## src/common/tpl_pkg.sv

```systemverilog
package tpl_pkg;
	localparam int          AW          = 8;
	localparam int          DW          = 32;
	localparam int          SW          = 16;
	localparam int          CW          = 10;
	// register byte offsets
	localparam logic [7:0]  OFS_CFG     = 8'h00;
	localparam logic [7:0]  OFS_SPD_LIM = 8'h04;
	localparam logic [7:0]  OFS_P_FILT  = 8'h08;
	localparam logic [7:0]  OFS_T_DLY   = 8'h0C;
	localparam logic [7:0]  OFS_P_THR   = 8'h10;
	localparam logic [7:0]  OFS_T_THR   = 8'h14;
	localparam logic [7:0]  OFS_STAT    = 8'h18;
	// config fields, channel 0 pressure, channel 1 temperature, 4 bits each
	localparam int          CH_STRIDE   = 4;
	localparam int          F_EN        = 0;
	localparam int          F_CAN       = 1;
	localparam int          F_POL       = 2;
	localparam int          F_SNS       = 3;
	localparam int          F_SEAT_EN   = 8;
	localparam int          F_SEAT_CAN  = 9;
	// reset values
	localparam logic [9:0]  CFG_RST     = 10'h000;
	localparam logic [15:0] SPD_LIM_RST = 16'h0064;
	localparam logic [15:0] P_FILT_RST  = 16'h01F4;
	localparam logic [15:0] T_DLY_RST   = 16'h1388;
	localparam logic [15:0] P_THR_RST   = 16'h0000;
	localparam int          TEMP_LIMIT_C = 120;
	localparam logic [15:0] T_THR_RST   = 16'(TEMP_LIMIT_C);

	typedef enum logic [1:0] {
		TPL_DIR_N = 2'h0,
		TPL_DIR_F = 2'h1,
		TPL_DIR_R = 2'h2
	} tpl_dir_e;

	typedef enum logic [1:0] {
		LT_IDLE   = 2'h0,
		LT_HOLD   = 2'h1,
		LT_SEEN_N = 2'h3
	} tpl_latch_e;

	typedef struct packed {
		logic seat_sw;
		logic temp_sw;
		logic press_sw;
	} tpl_host_frame_s;

	typedef struct packed {
		logic [15:0] press_val;
		logic [15:0] temp_val;
	} tpl_frame_one_s;

	typedef struct packed {
		logic dir_block;
		logic force_n;
		logic seat_rot;
		logic seat_en;
		logic temp_high;
		logic press_low;
	} tpl_frame_two_s;
endpackage : tpl_pkg

```

## src/hdl/tpl_top.sv

```systemverilog
// Design decisions made here: the register offsets and the strobed register port.
`timescale 1ns/1ps
module tpl_top (
	input  wire logic                       mclk,
	input  wire logic                       rst_b,
	input  wire logic [tpl_pkg::AW-1:0]     reg_addr,
	input  wire logic [tpl_pkg::DW-1:0]     reg_wdata,
	input  wire logic                       reg_wr,
	input  wire logic                       reg_rd,
	output logic      [tpl_pkg::DW-1:0]     reg_rdata,
	input  wire logic                       pin_press_sw,
	input  wire logic                       pin_temp_sw,
	input  wire logic                       pin_seat_sw,
	input  wire logic [1:0]                 pin_lever,
	input  wire logic [tpl_pkg::SW-1:0]     vehicle_speed,
	input  wire logic [tpl_pkg::SW-1:0]     press_value,
	input  wire logic [tpl_pkg::SW-1:0]     temp_value,
	input  wire logic                       host_frame_valid,
	input  wire tpl_pkg::tpl_host_frame_s   host_to_ctrl_frame_one,
	output tpl_pkg::tpl_frame_one_s         ctrl_to_host_frame_one,
	output tpl_pkg::tpl_frame_two_s         ctrl_to_host_frame_two,
	output tpl_pkg::tpl_dir_e               trans_dir,
	output logic                            range_shift_ok
);

////////////////////////////////////////////////////////////////////////////////
// reset release and pin synchronisers

	logic                     rst_s1_ff;
	logic                     rst_n_ff;
	logic [4:0]               sy1_ff;
	logic [4:0]               sy2_ff;

	always_ff @(posedge mclk or negedge rst_b) begin
		if (!rst_b) begin
			rst_s1_ff <= 1'b0;
			rst_n_ff  <= 1'b0;
		end else begin
			rst_s1_ff <= 1'b1;
			rst_n_ff  <= rst_s1_ff;
		end
	end

	// lever bits are synced apart; a transient code 3 is read as neutral
	always_ff @(posedge mclk or negedge rst_n_ff) begin
		if (!rst_n_ff) begin
			sy1_ff <= 5'h00;
			sy2_ff <= 5'h00;
		end else begin
			sy1_ff <= {pin_lever, pin_seat_sw, pin_temp_sw, pin_press_sw};
			sy2_ff <= sy1_ff;
		end
	end

////////////////////////////////////////////////////////////////////////////////
// registers

	logic [tpl_pkg::CW-1:0]   cfg_ff;
	logic [15:0]              spd_lim_ff;
	logic [15:0]              lim_ff [2];
	logic [15:0]              thr_ff [2];
	logic [tpl_pkg::DW-1:0]   rdata_ff;
	logic [2:0]               host_ff;
	logic [1:0]               fault_ff;
	logic [15:0]              cnt_ff [2];
	tpl_pkg::tpl_latch_e      latch_ff;
	tpl_pkg::tpl_dir_e        dir_ff;
	tpl_pkg::tpl_dir_e        last_ff;
	logic                     seat_rot;

	// limits take their defaults at reset and may be reprogrammed later
	always_ff @(posedge mclk or negedge rst_n_ff) begin
		if (!rst_n_ff) begin
			cfg_ff     <= tpl_pkg::CFG_RST;
			spd_lim_ff <= tpl_pkg::SPD_LIM_RST;
			lim_ff[0]  <= tpl_pkg::P_FILT_RST;
			lim_ff[1]  <= tpl_pkg::T_DLY_RST;
			thr_ff[0]  <= tpl_pkg::P_THR_RST;
			thr_ff[1]  <= tpl_pkg::T_THR_RST;
		end else if (reg_wr) begin
			if (reg_addr == tpl_pkg::OFS_CFG) begin
				cfg_ff <= reg_wdata[tpl_pkg::CW-1:0];
			end else if (reg_addr == tpl_pkg::OFS_SPD_LIM) begin
				spd_lim_ff <= reg_wdata[15:0];
			end else if (reg_addr == tpl_pkg::OFS_P_FILT) begin
				lim_ff[0] <= reg_wdata[15:0];
			end else if (reg_addr == tpl_pkg::OFS_T_DLY) begin
				lim_ff[1] <= reg_wdata[15:0];
			end else if (reg_addr == tpl_pkg::OFS_P_THR) begin
				thr_ff[0] <= reg_wdata[15:0];
			end else if (reg_addr == tpl_pkg::OFS_T_THR) begin
				thr_ff[1] <= reg_wdata[15:0];
			end
		end
	end

	logic [tpl_pkg::DW-1:0]   nxt_rdata;

	always_comb begin
		nxt_rdata = '0;
		if (reg_addr == tpl_pkg::OFS_CFG) begin
			nxt_rdata = {22'h000000, cfg_ff};
		end else if (reg_addr == tpl_pkg::OFS_SPD_LIM) begin
			nxt_rdata = {16'h0000, spd_lim_ff};
		end else if (reg_addr == tpl_pkg::OFS_P_FILT) begin
			nxt_rdata = {16'h0000, lim_ff[0]};
		end else if (reg_addr == tpl_pkg::OFS_T_DLY) begin
			nxt_rdata = {16'h0000, lim_ff[1]};
		end else if (reg_addr == tpl_pkg::OFS_P_THR) begin
			nxt_rdata = {16'h0000, thr_ff[0]};
		end else if (reg_addr == tpl_pkg::OFS_T_THR) begin
			nxt_rdata = {16'h0000, thr_ff[1]};
		end else if (reg_addr == tpl_pkg::OFS_STAT) begin
			nxt_rdata = {23'h000000, last_ff, latch_ff, dir_ff, seat_rot, fault_ff};
		end
	end

	// read data stand only in the cycle after the strobe
	always_ff @(posedge mclk or negedge rst_n_ff) begin
		if (!rst_n_ff) begin
			rdata_ff <= '0;
		end else begin
			rdata_ff <= reg_rd ? nxt_rdata : '0;
		end
	end

	assign reg_rdata = rdata_ff;

	always_ff @(posedge mclk or negedge rst_n_ff) begin
		if (!rst_n_ff) begin
			host_ff <= 3'h0;
		end else if (host_frame_valid) begin
			host_ff <= host_to_ctrl_frame_one;
		end
	end

////////////////////////////////////////////////////////////////////////////////
// pressure and temperature channels

	logic [15:0]              sval [2];
	logic [1:0]               raw;

	assign sval[0] = press_value;
	assign sval[1] = temp_value;

	for (genvar ch = 0; ch < 2; ch++) begin : g_ch
		localparam int B = ch * tpl_pkg::CH_STRIDE;
		logic sw;
		logic act;
		logic cmp;

		assign sw  = cfg_ff[B+tpl_pkg::F_CAN] ? host_ff[ch] : sy2_ff[ch];
		assign act = cfg_ff[B+tpl_pkg::F_POL] ? sw : ~sw;
		// pressure trips below threshold, temperature above it
		assign cmp = (ch == 0) ? (sval[ch] < thr_ff[ch]) : (sval[ch] > thr_ff[ch]);
		// one source per channel, chosen by the sensor bit
		assign raw[ch] = cfg_ff[B+tpl_pkg::F_EN]
			& (cfg_ff[B+tpl_pkg::F_SNS] ? cmp : act);

		// fault after raw holds lim+1 cycles; >= so a lowered limit cannot wrap the count
		always_ff @(posedge mclk or negedge rst_n_ff) begin
			if (!rst_n_ff) begin
				cnt_ff[ch]   <= 16'h0000;
				fault_ff[ch] <= 1'b0;
			end else if (!raw[ch]) begin
				cnt_ff[ch]   <= 16'h0000;
				fault_ff[ch] <= 1'b0;
			end else if (cnt_ff[ch] >= lim_ff[ch]) begin
				fault_ff[ch] <= 1'b1;
			end else begin
				cnt_ff[ch] <= cnt_ff[ch] + 16'h0001;
			end
		end
	end

////////////////////////////////////////////////////////////////////////////////
// seat mapping, neutral latch and direction

	tpl_pkg::tpl_dir_e        lever;
	tpl_pkg::tpl_dir_e        req;
	tpl_pkg::tpl_dir_e        nxt_dir;
	logic                     force_n;
	logic                     dir_block;

	assign lever = (sy2_ff[4:3] == 2'h3) ? tpl_pkg::TPL_DIR_N : tpl_pkg::tpl_dir_e'(sy2_ff[4:3]);
	// one bit: normal or rotated, nothing else
	assign seat_rot = cfg_ff[tpl_pkg::F_SEAT_EN]
		& (cfg_ff[tpl_pkg::F_SEAT_CAN] ? host_ff[2] : sy2_ff[2]);

	always_comb begin
		req = tpl_pkg::TPL_DIR_N;
		case (lever)
			tpl_pkg::TPL_DIR_F: begin
				req = seat_rot ? tpl_pkg::TPL_DIR_R : tpl_pkg::TPL_DIR_F;
			end
			tpl_pkg::TPL_DIR_R: begin
				req = seat_rot ? tpl_pkg::TPL_DIR_F : tpl_pkg::TPL_DIR_R;
			end
			default: begin
				req = tpl_pkg::TPL_DIR_N;
			end
		endcase
	end

	// a new fault wins over the lever clearing the latch
	always_ff @(posedge mclk or negedge rst_n_ff) begin
		if (!rst_n_ff) begin
			latch_ff <= tpl_pkg::LT_IDLE;
		end else if (|fault_ff) begin
			latch_ff <= tpl_pkg::LT_HOLD;
		end else begin
			case (latch_ff)
				tpl_pkg::LT_HOLD: begin
					if (lever == tpl_pkg::TPL_DIR_N) begin
						latch_ff <= tpl_pkg::LT_SEEN_N;
					end
				end
				tpl_pkg::LT_SEEN_N: begin
					if (lever != tpl_pkg::TPL_DIR_N) begin
						latch_ff <= tpl_pkg::LT_IDLE;
					end
				end
				default: begin
					latch_ff <= tpl_pkg::LT_IDLE;
				end
			endcase
		end
	end

	assign force_n = (|fault_ff) | (latch_ff != tpl_pkg::LT_IDLE);
	// no enable term: the speed check cannot be turned off
	assign dir_block = (req != tpl_pkg::TPL_DIR_N) && (last_ff != tpl_pkg::TPL_DIR_N)
		&& (req != last_ff) && (vehicle_speed > spd_lim_ff);

	// a refused change waits in neutral; last_ff keeps it refused until slow
	assign nxt_dir = (force_n || dir_block) ? tpl_pkg::TPL_DIR_N : req;

	always_ff @(posedge mclk or negedge rst_n_ff) begin
		if (!rst_n_ff) begin
			dir_ff  <= tpl_pkg::TPL_DIR_N;
			last_ff <= tpl_pkg::TPL_DIR_N;
		end else begin
			dir_ff <= nxt_dir;
			if (nxt_dir != tpl_pkg::TPL_DIR_N) begin
				last_ff <= nxt_dir;
			end
		end
	end

	assign trans_dir      = dir_ff;
	assign range_shift_ok = ~fault_ff[0];

////////////////////////////////////////////////////////////////////////////////
// status frames

	always_ff @(posedge mclk or negedge rst_n_ff) begin
		if (!rst_n_ff) begin
			ctrl_to_host_frame_one <= '0;
			ctrl_to_host_frame_two <= '0;
		end else begin
			ctrl_to_host_frame_one.press_val <= press_value;
			ctrl_to_host_frame_one.temp_val  <= temp_value;
			ctrl_to_host_frame_two.press_low <= fault_ff[0];
			ctrl_to_host_frame_two.temp_high <= fault_ff[1];
			ctrl_to_host_frame_two.seat_en   <= cfg_ff[tpl_pkg::F_SEAT_EN];
			ctrl_to_host_frame_two.seat_rot  <= seat_rot;
			ctrl_to_host_frame_two.force_n   <= force_n;
			ctrl_to_host_frame_two.dir_block <= dir_block;
		end
	end
endmodule : tpl_top

```

## config.mk

```make
export PLATFORM = sky130hd
export DESIGN_NAME = tpl_top
export DESIGN_NICKNAME = d
export VERILOG_FILES = /design/src/common/tpl_pkg.sv /design/src/hdl/tpl_top.sv
export SDC_FILE = /design/constraint.sdc
export NUM_CORES = 1
export LEC_CHECK = 0
export ABC_CLOCK_PERIOD_IN_PS = 6000
export BUFFER_PORTS_ARGS = -buffer_cell sky130_fd_sc_hd__buf_4
export CAP_MARGIN = 20
export CORE_AREA = 5 5 148 150
export CTS_CLUSTER_SIZE = 40
export DETAILED_ROUTE_END_ITERATION = 8
export DIE_AREA = 0 0 153 155
export GPL_ROUTABILITY_DRIVEN = 0
export GPL_TIMING_DRIVEN = 0
export PLACE_DENSITY_LB_ADDON = 0.15
export REMOVE_ABC_BUFFERS = 1
export SKIP_CTS_REPAIR_TIMING = 1
export SYNTH_ARGS = -nofsm -noshare
export SYNTH_HDL_FRONTEND = slang
export SYNTH_SLANG_ARGS = --single-unit
```

## constraint.sdc

```tcl
create_clock -name mclk -period 6 [get_ports mclk]
set_clock_uncertainty 0.05 [all_clocks]
set_input_delay 0.3 -clock mclk [delete_from_list [all_inputs] [get_ports mclk]]
set_output_delay 0.3 -clock mclk [all_outputs]
set_load 0.01 [all_outputs]
```

==> results of run 1 <==
-- kinds of logic after synthesis --
kind of cell | share of synthesized area (%)
adders and majority gates | 10.2
muxes | 9.39
DFF | 48.9
other | 0.0735
and+or+nand+nor | 11.5
buffers and inverters | 6.39
xor gates and xnor gates | 2.06
AOI/OAI and AO/OA | 11.5
-- flip-flops by register name (all words and copies together) (netlist names), 2 cells and up --
name,count
reg_rdata,16
cfg_ff,10
lim_ff,32
spd_lim_ff,16
sy1_ff,5
ctrl_to_host_frame_one,32
latch_ff,2
ctrl_to_host_frame_two,6
sy2_ff,5
cnt_ff,32
last_ff,2
host_ff,3
trans_dir,2
thr_ff,32
fault_ff,2
-- worst max-delay path by stage --
stage | startpoint | end | slack, ps | cells after the start
detailed placement | reg_addr[0] | lim_ff[0] | 3010 | 5
finish | press_value[7] | cnt_ff[21] | 2880 | 10
global placement | rst_n_ff | cnt_ff[31] | -2340 | 0
global route | press_value[7] | cnt_ff[30] | 2630 | 10
floorplan | rst_n_ff | cfg_ff[0] | 30 | 0
CTS | thr_ff[23] | cnt_ff[21] | 3060 | 9
-- cell usage after synthesis (2+ instances only) --
library cell	count	area (um2)
xnor2_1	19	166
mux4_2	8	180
buf_4	18	135
nor2_1	64	240
conb_1	2	7.51
nand3_1	15	75.1
a2111oi_0	2	17.5
xor2_1	5	43.8
nand4_1	12	75.1
or3_1	4	25.0
and3_1	4	25.0
nor2b_1	3	18.8
buf_2	9	45.0
o21bai_1	2	15.0
a21oi_1	47	235
nand2_1	88	330
o221ai_1	2	17.5
dfrtp_1	181	4530
buf_6	4	45.0
dfstp_2	18	473
nor4_1	7	43.8
o21a_1	5	37.5
a221oi_1	2	17.5
mux2i_1	19	190
o2bb2ai_1	2	17.5
a41oi_2	2	32.5
a31oi_1	6	37.5
inv_1	95	357
ha_1	83	1040
o21ai_0	78	390
mux2_4	10	150
a211oi_1	9	67.6
mux2_2	39	439
clkbuf_1	17	63.8
a21o_1	8	60.1
and4_1	4	35.0
nor3_1	15	75.1
or4_1	3	22.5
or3_2	2	15.0
nand2b_1	6	37.5
o22ai_1	6	37.5
o31ai_1	3	22.5
o211ai_1	14	105
-- where the power goes --
| part | leakage [nW] | switching [mW] | total, mW | internal, mW |
|---|---|---|---|---|
| clock network | 0.274 | 0.554 | 1.11 | 0.552 |
| registers | 2.42 | 0.0632 | 1.48 | 1.42 |
| logic | 3.25 | 0.231 | 0.423 | 0.193 |
| total | 5.95 | 0.848 | 3.01 | 2.17 |
-- per-layer routing --
| layer | global-route usage [%] | part of all wire (%) |
|---|---|---|
| met5 | 0 | 0 |
| met2 | 35.9 | 48 |
| met1 | 30.0 | 44 |
| met4 | 7.59 | 2.5 |
| met3 | 3.89 | 4.8 |
-- area by class of cell --
type	instances	area (um2)
flip-flops and latches	199	5010
well taps	275	344
clock inverters	13	131
clock buffers	19	433
fillers	1814	8130
repair buffers	183	1520
inverters	96	360
multi-input cells	637	4630
-- per-stage QoR --
stage / power (mW) / instances / worst slack, ps / utilization, % / hold WS (ps)
after floorplan: 1.72 / 932 / 25.5 / - / -45.6
after detailed placement: 1.91 / 1352 / 3010 / 55.8 / 34.5
final: 3.01 / 1422 / 2880 / 60.4 / 40.3
after CTS: 3.01 / 1384 / 3060 / 58.6 / -440
after global routing: 3.15 / 1422 / 2630 / 60.4 / 34.7
after global placement: 1.90 / 1348 / -2340 / 55.4 / 32.6
==> results.txt, run 1 <==
critical path endpoint category = flip-flop
Routed WL = 26.0 mm
Clock Path Buffers = 2
synthesized area = 10200 um2
RR Startpoint = thr_ff[23]
IO Pins = 174
initial antenna violation count = 0
relative slew slack = 23.2%
sequential-to-total area share from yosys stat = 48.9%
total gr overflow = 0
DRT iter0 DRCs = 432
CP arrival = 3420 ps
Setup crit start kind = input port
Hold Crit Class = input port to flip-flop
WP data required = 6300 ps
Skew-Pair Late Insertion Delay = 440 ps
final instance area = 12400 um2
Die X = 153 um
average size of a mapped cell = 10.6 um2
via count = 7703
fin. max-slew vios = 0
worst-path fanout max = 17
CTS Buf Count = 17
worst path cell trace = dlygate4sd3_1 -> buf_4 -> ha_1 -> and4_1 -> o21ai_0 -> a21oi_1 -> a2111oi_0 -> nor3_1 -> o31a_1 -> a21oi_1
status = finished, final reports clean
commonest non-fill, non-tap cell in the layout = dfrtp_1
global-route usage over all layers = 22.0%
RSZ-0062 raised after global routing = no
root buffer cell = clkbuf_16
Ys Warns = 0
CP top delay family = compound AO/OA/AOI/OAI gates
core area = 20600 um2
R2R Setup Slk = 3030 ps
commonest cells after routing, fill and taps aside = 180 x dfrtp_1, 141 x buf_4, 95 x inv_1, 88 x nand2_1, 83 x ha_1
DP HPWL = 19.2 mm
worst r2r dst = cnt_ff[21]
WS Path Type = input port to flip-flop
vias per cell = 5.42
Tcrit/Tclk final = 51.9%
clk slew on worst S/H paths = 80 ps
DRC = 0
Pleak = 5.95 nW
slowest stage cell, crit path = a2111oi_0
CTS tree = yes
Placed Area = 11500 um2
Synth Instances = 966
critical path's most frequent cell = a21oi_1
first-pass GRT wire length = 41.1 mm
htree depth = 4
IO buf count = 141
largest net degree at the start of global routing = 72
Fmax = 321 MHz
Setup-failing EPs final = 0
Initial Util = 49.7%
number of distinct library cells after synthesis = 67
#FFs+latches synth = 199
Worst Hold End = host_ff[0]
hold path depth = 2
Power Dens Cells = 242 nW/um2
layout cells sized above 1 = 23.4%
P&R area growth vs syn = 21.6%
Final Hold Fails = 0
crit path buf inv count = 2
setup TNS = 0 ps
vias in the first global route = 7494
Main synth FF type = dfrtp_1
Std-Cell Rows = 53
number of synthesized flops with an enable pin = 0
Die H = 155 um
Ant. Diodes = 0
nets = 1318
Async S/R FF share, synth = 100%
VDD IR max = 218 uV
post-layout min period = 3120 ps
ANT nets after route = 0
min-delay src = host_to_ctrl_frame_one[0]
DRT Pass-1 Iters = 5
measured slew at the worst slew-check pin = 1140 ps
CTS Sinks = 199
Worst path max stage delay = 870 ps
Reg2Reg Depth = 9
WL/cell = 18.3 um
max cap viols = 0
die area = 23700 um2
Power figures use the tool's default switching activity.
==> inputs of run 2 (changes only) <==
--- a/config.mk
+++ b/config.mk
@@ -5,7 +5,7 @@
 export SDC_FILE = /design/constraint.sdc
 export NUM_CORES = 1
 export LEC_CHECK = 0
-export ABC_CLOCK_PERIOD_IN_PS = 6000
+export ABC_CLOCK_PERIOD_IN_PS = 2500
 export BUFFER_PORTS_ARGS = -buffer_cell sky130_fd_sc_hd__buf_4
 export CAP_MARGIN = 20
 export CORE_AREA = 5 5 148 150
==> constraint.sdc (replaced) <==
create_clock -name mclk -period 2.5 [get_ports mclk]
set_clock_uncertainty 0.05 [all_clocks]
set_input_delay 0.125 -clock mclk [delete_from_list [all_inputs] [get_ports mclk]]
set_output_delay 0.125 -clock mclk [all_outputs]
set_load 0.01 [all_outputs]
==> run 2 against run 1 <==
Global-route usage did not move. Clock power increased by 140%. Flip-flop and latch count unchanged. Routed wire length grew 3.3%. Non-clock buffer count is 41 higher. Die area did not move. Critical endpoint unchanged. Largest power group unchanged. Register-to-register slack got worse by 3000 ps. Critical path type is now flip-flop to flip-flop. Utilization increased by 3.4 points. Hold slack lost 38 ps.
==> results.txt, run 2 (synthesis gave the netlist of run 1 again) <==
CP arrival = 2760 ps (-660 ps)
via count = 7922 (+2.8%)
vias per cell = 5.41 (-0.18%)
global-route usage over all layers = 22.0% (unchanged)
Fmax = 409 MHz
vias in the first global route = 7494 (unchanged)
worst path cell trace = inv_2 -> ha_4 -> a211oi_2 -> o21ai_2 -> a41oi_4 -> buf_6 -> o211ai_1 -> or3_1 -> a21oi_2
M1 GR Usage = 30.0% (unchanged)
critical path endpoint category = flip-flop
RR Startpoint = lim_ff[23]
Power Dens Cells = 562 nW/um2 (+130%)
max cap viols = 0 (unchanged)
P&R area growth vs syn = 28.4%
DRT iter0 DRCs = 443 (+2.5%)
relative slew slack = 31.1% (+7.9 points)
CTS Sinks = 199 (unchanged)
DP HPWL = 19.2 mm (unchanged)
Initial Util = 49.7% (unchanged)
WP data required = 2820 ps (-3480 ps)
post-layout min period = 2440 ps
CTS tree = yes
fin. max-slew vios = 0 (unchanged)
Setup crit start kind = flip-flop
CTS Buf Count = 17 (unchanged)
Pleak = 6.21 nW (+4.4%)
final worst slack = 56.0 ps (-2830 ps)
grt met2 use = 35.9% (unchanged)
total gr overflow = 0 (unchanged)
Die X = 153 um (unchanged)
slowest stage cell, crit path = dfstp_2
WS Path Type = flip-flop to flip-flop
commonest cells after routing, fill and taps aside = 180 x dfrtp_1, 157 x buf_4, 92 x inv_1, 88 x nand2_1, 76 x ha_1
measured slew at the worst slew-check pin = 1030 ps (-107 ps)
Worst setup endpoint = cnt_ff[21]
met3 usage = 3.89% (unchanged)
Clock Path Buffers = 2 (unchanged)
Worst path max stage delay = 560 ps (-310 ps)
Routed WL = 26.9 mm (+3.3%)
final core utilization = 63.8% (+3.4 points)
Skew-Pair Late Insertion Delay = 440 ps (about the same)
status = finished, final reports clean
Reg2Reg Depth = 9 (unchanged)
layout cells sized above 1 = 27.2% (+3.9 points)
dpl ws = -402 ps (-3410 ps)
root buffer cell = clkbuf_16
Hold Crit Class = input port to flip-flop
worst r2r dst = cnt_ff[21]
first-pass GRT wire length = 41.1 mm (unchanged)
DRC = 0 (unchanged)
worst-path fanout max = 6 (-11)
Ant. Diodes = 0 (unchanged)
IO buf count = 141 (unchanged)
htree depth = 4 (unchanged)
DRT Pass-1 Iters = 5 (unchanged)
initial antenna violation count = 0 (unchanged)
Worst setup startpoint = lim_ff[23]
RSZ-0062 raised after global routing = yes
Std-Cell Rows = 53 (unchanged)
Setup-failing EPs final = 0 (unchanged)
IO Pins = 174 (unchanged)
nets = 1361 (+3.3%)
Final Hold Fails = 0 (unchanged)
Tcrit/Tclk final = 97.8%
Die H = 155 um (unchanged)
VDD IR max = 535 uV (+150%)
commonest non-fill, non-tap cell in the layout = dfrtp_1
WL/cell = 18.3 um (+0.26%)
R2R Setup Slk = 60 ps (-2970 ps)
ANT nets after route = 0 (unchanged)
die area = 23700 um2 (unchanged)
GR peak layer = met2
clk slew on worst S/H paths = 70 ps (about the same)
largest net degree at the start of global routing = 72 (unchanged)
core area = 20600 um2 (unchanged)
==> run 2: changes by cell type in the layout (fill, tap and decap cells not counted), moves of 4 or more <==
cell	previous run	this run
a211oi_1	9	4
ha_1	83	76
dlygate4sd3_1	38	61
buf_4	141	157
nor4_1	7	2
o21ai_2	1	7
ha_4	0	5
nor4_4	0	4
o21ai_0	78	72
==> run 2: critical path: cells and delay by family, from the launching register on <==
kind	cells	cell delay (ps)
compound gates	5	920
fa+ha+maj	1	220
buf+inv	2	200
flops	1	560
simple gates	1	420
==> run 2: how the worst min path moves through the flow <==
stage | from | end | slack (ps) | cells past startpoint
6_report | reg_addr[1] | reg_rdata[14] | 2 | 3
5_1_grt | reg_addr[1] | reg_rdata[14] | 40 | 3
4_1_cts | rst_b | rst_n_ff | -620 | 1
3_5_place_dp | rst_b | rst_s1_ff | -140 | 1
3_3_place_gp | rst_b | rst_s1_ff | -140 | 1
2_1_floorplan | rst_b | rst_n_ff | -220 | 0
==> run 2: final cells by class <==
type	instances	area, um2
tap	275	344
timing repair buffer	224	1900
sequential	199	5010
fill	1730	7430
clock inverter	13	131
clock buffer	19	433
multi-input combinational	639	4950
inverter	96	360
==> run 2: metrics by stage <==
stage	power (mW)	TNS, ps	hold WS, ps	cells	cell area, um2
floorplan	4.12	-659570	-221	932	9980
global placement	4.56	-1145900	-142	1348	11400
detailed placement	4.59	-13190	-141	1352	11500
CTS	7.24	-12130	-615	1384	12000
global route	7.72	-211	40.4	1465	13100
finish	7.38	0	2.30	1465	13100
==> run 2: per-layer routing <==
metal  vias up  part of all wire, %
met5         -                    0
met4         0                  2.6
met3        39                  5.1
met2       232                   49
met1      3891                   44
li1       3760                    -
==> run 2: where the power goes <==
part           internal (mW)  leakage [nW]  switching [mW]  total, mW
Clock                   1.32         0.274            1.33       2.65
Sequential              3.41          2.42           0.153       3.56
Combinational          0.563          3.51           0.605       1.17
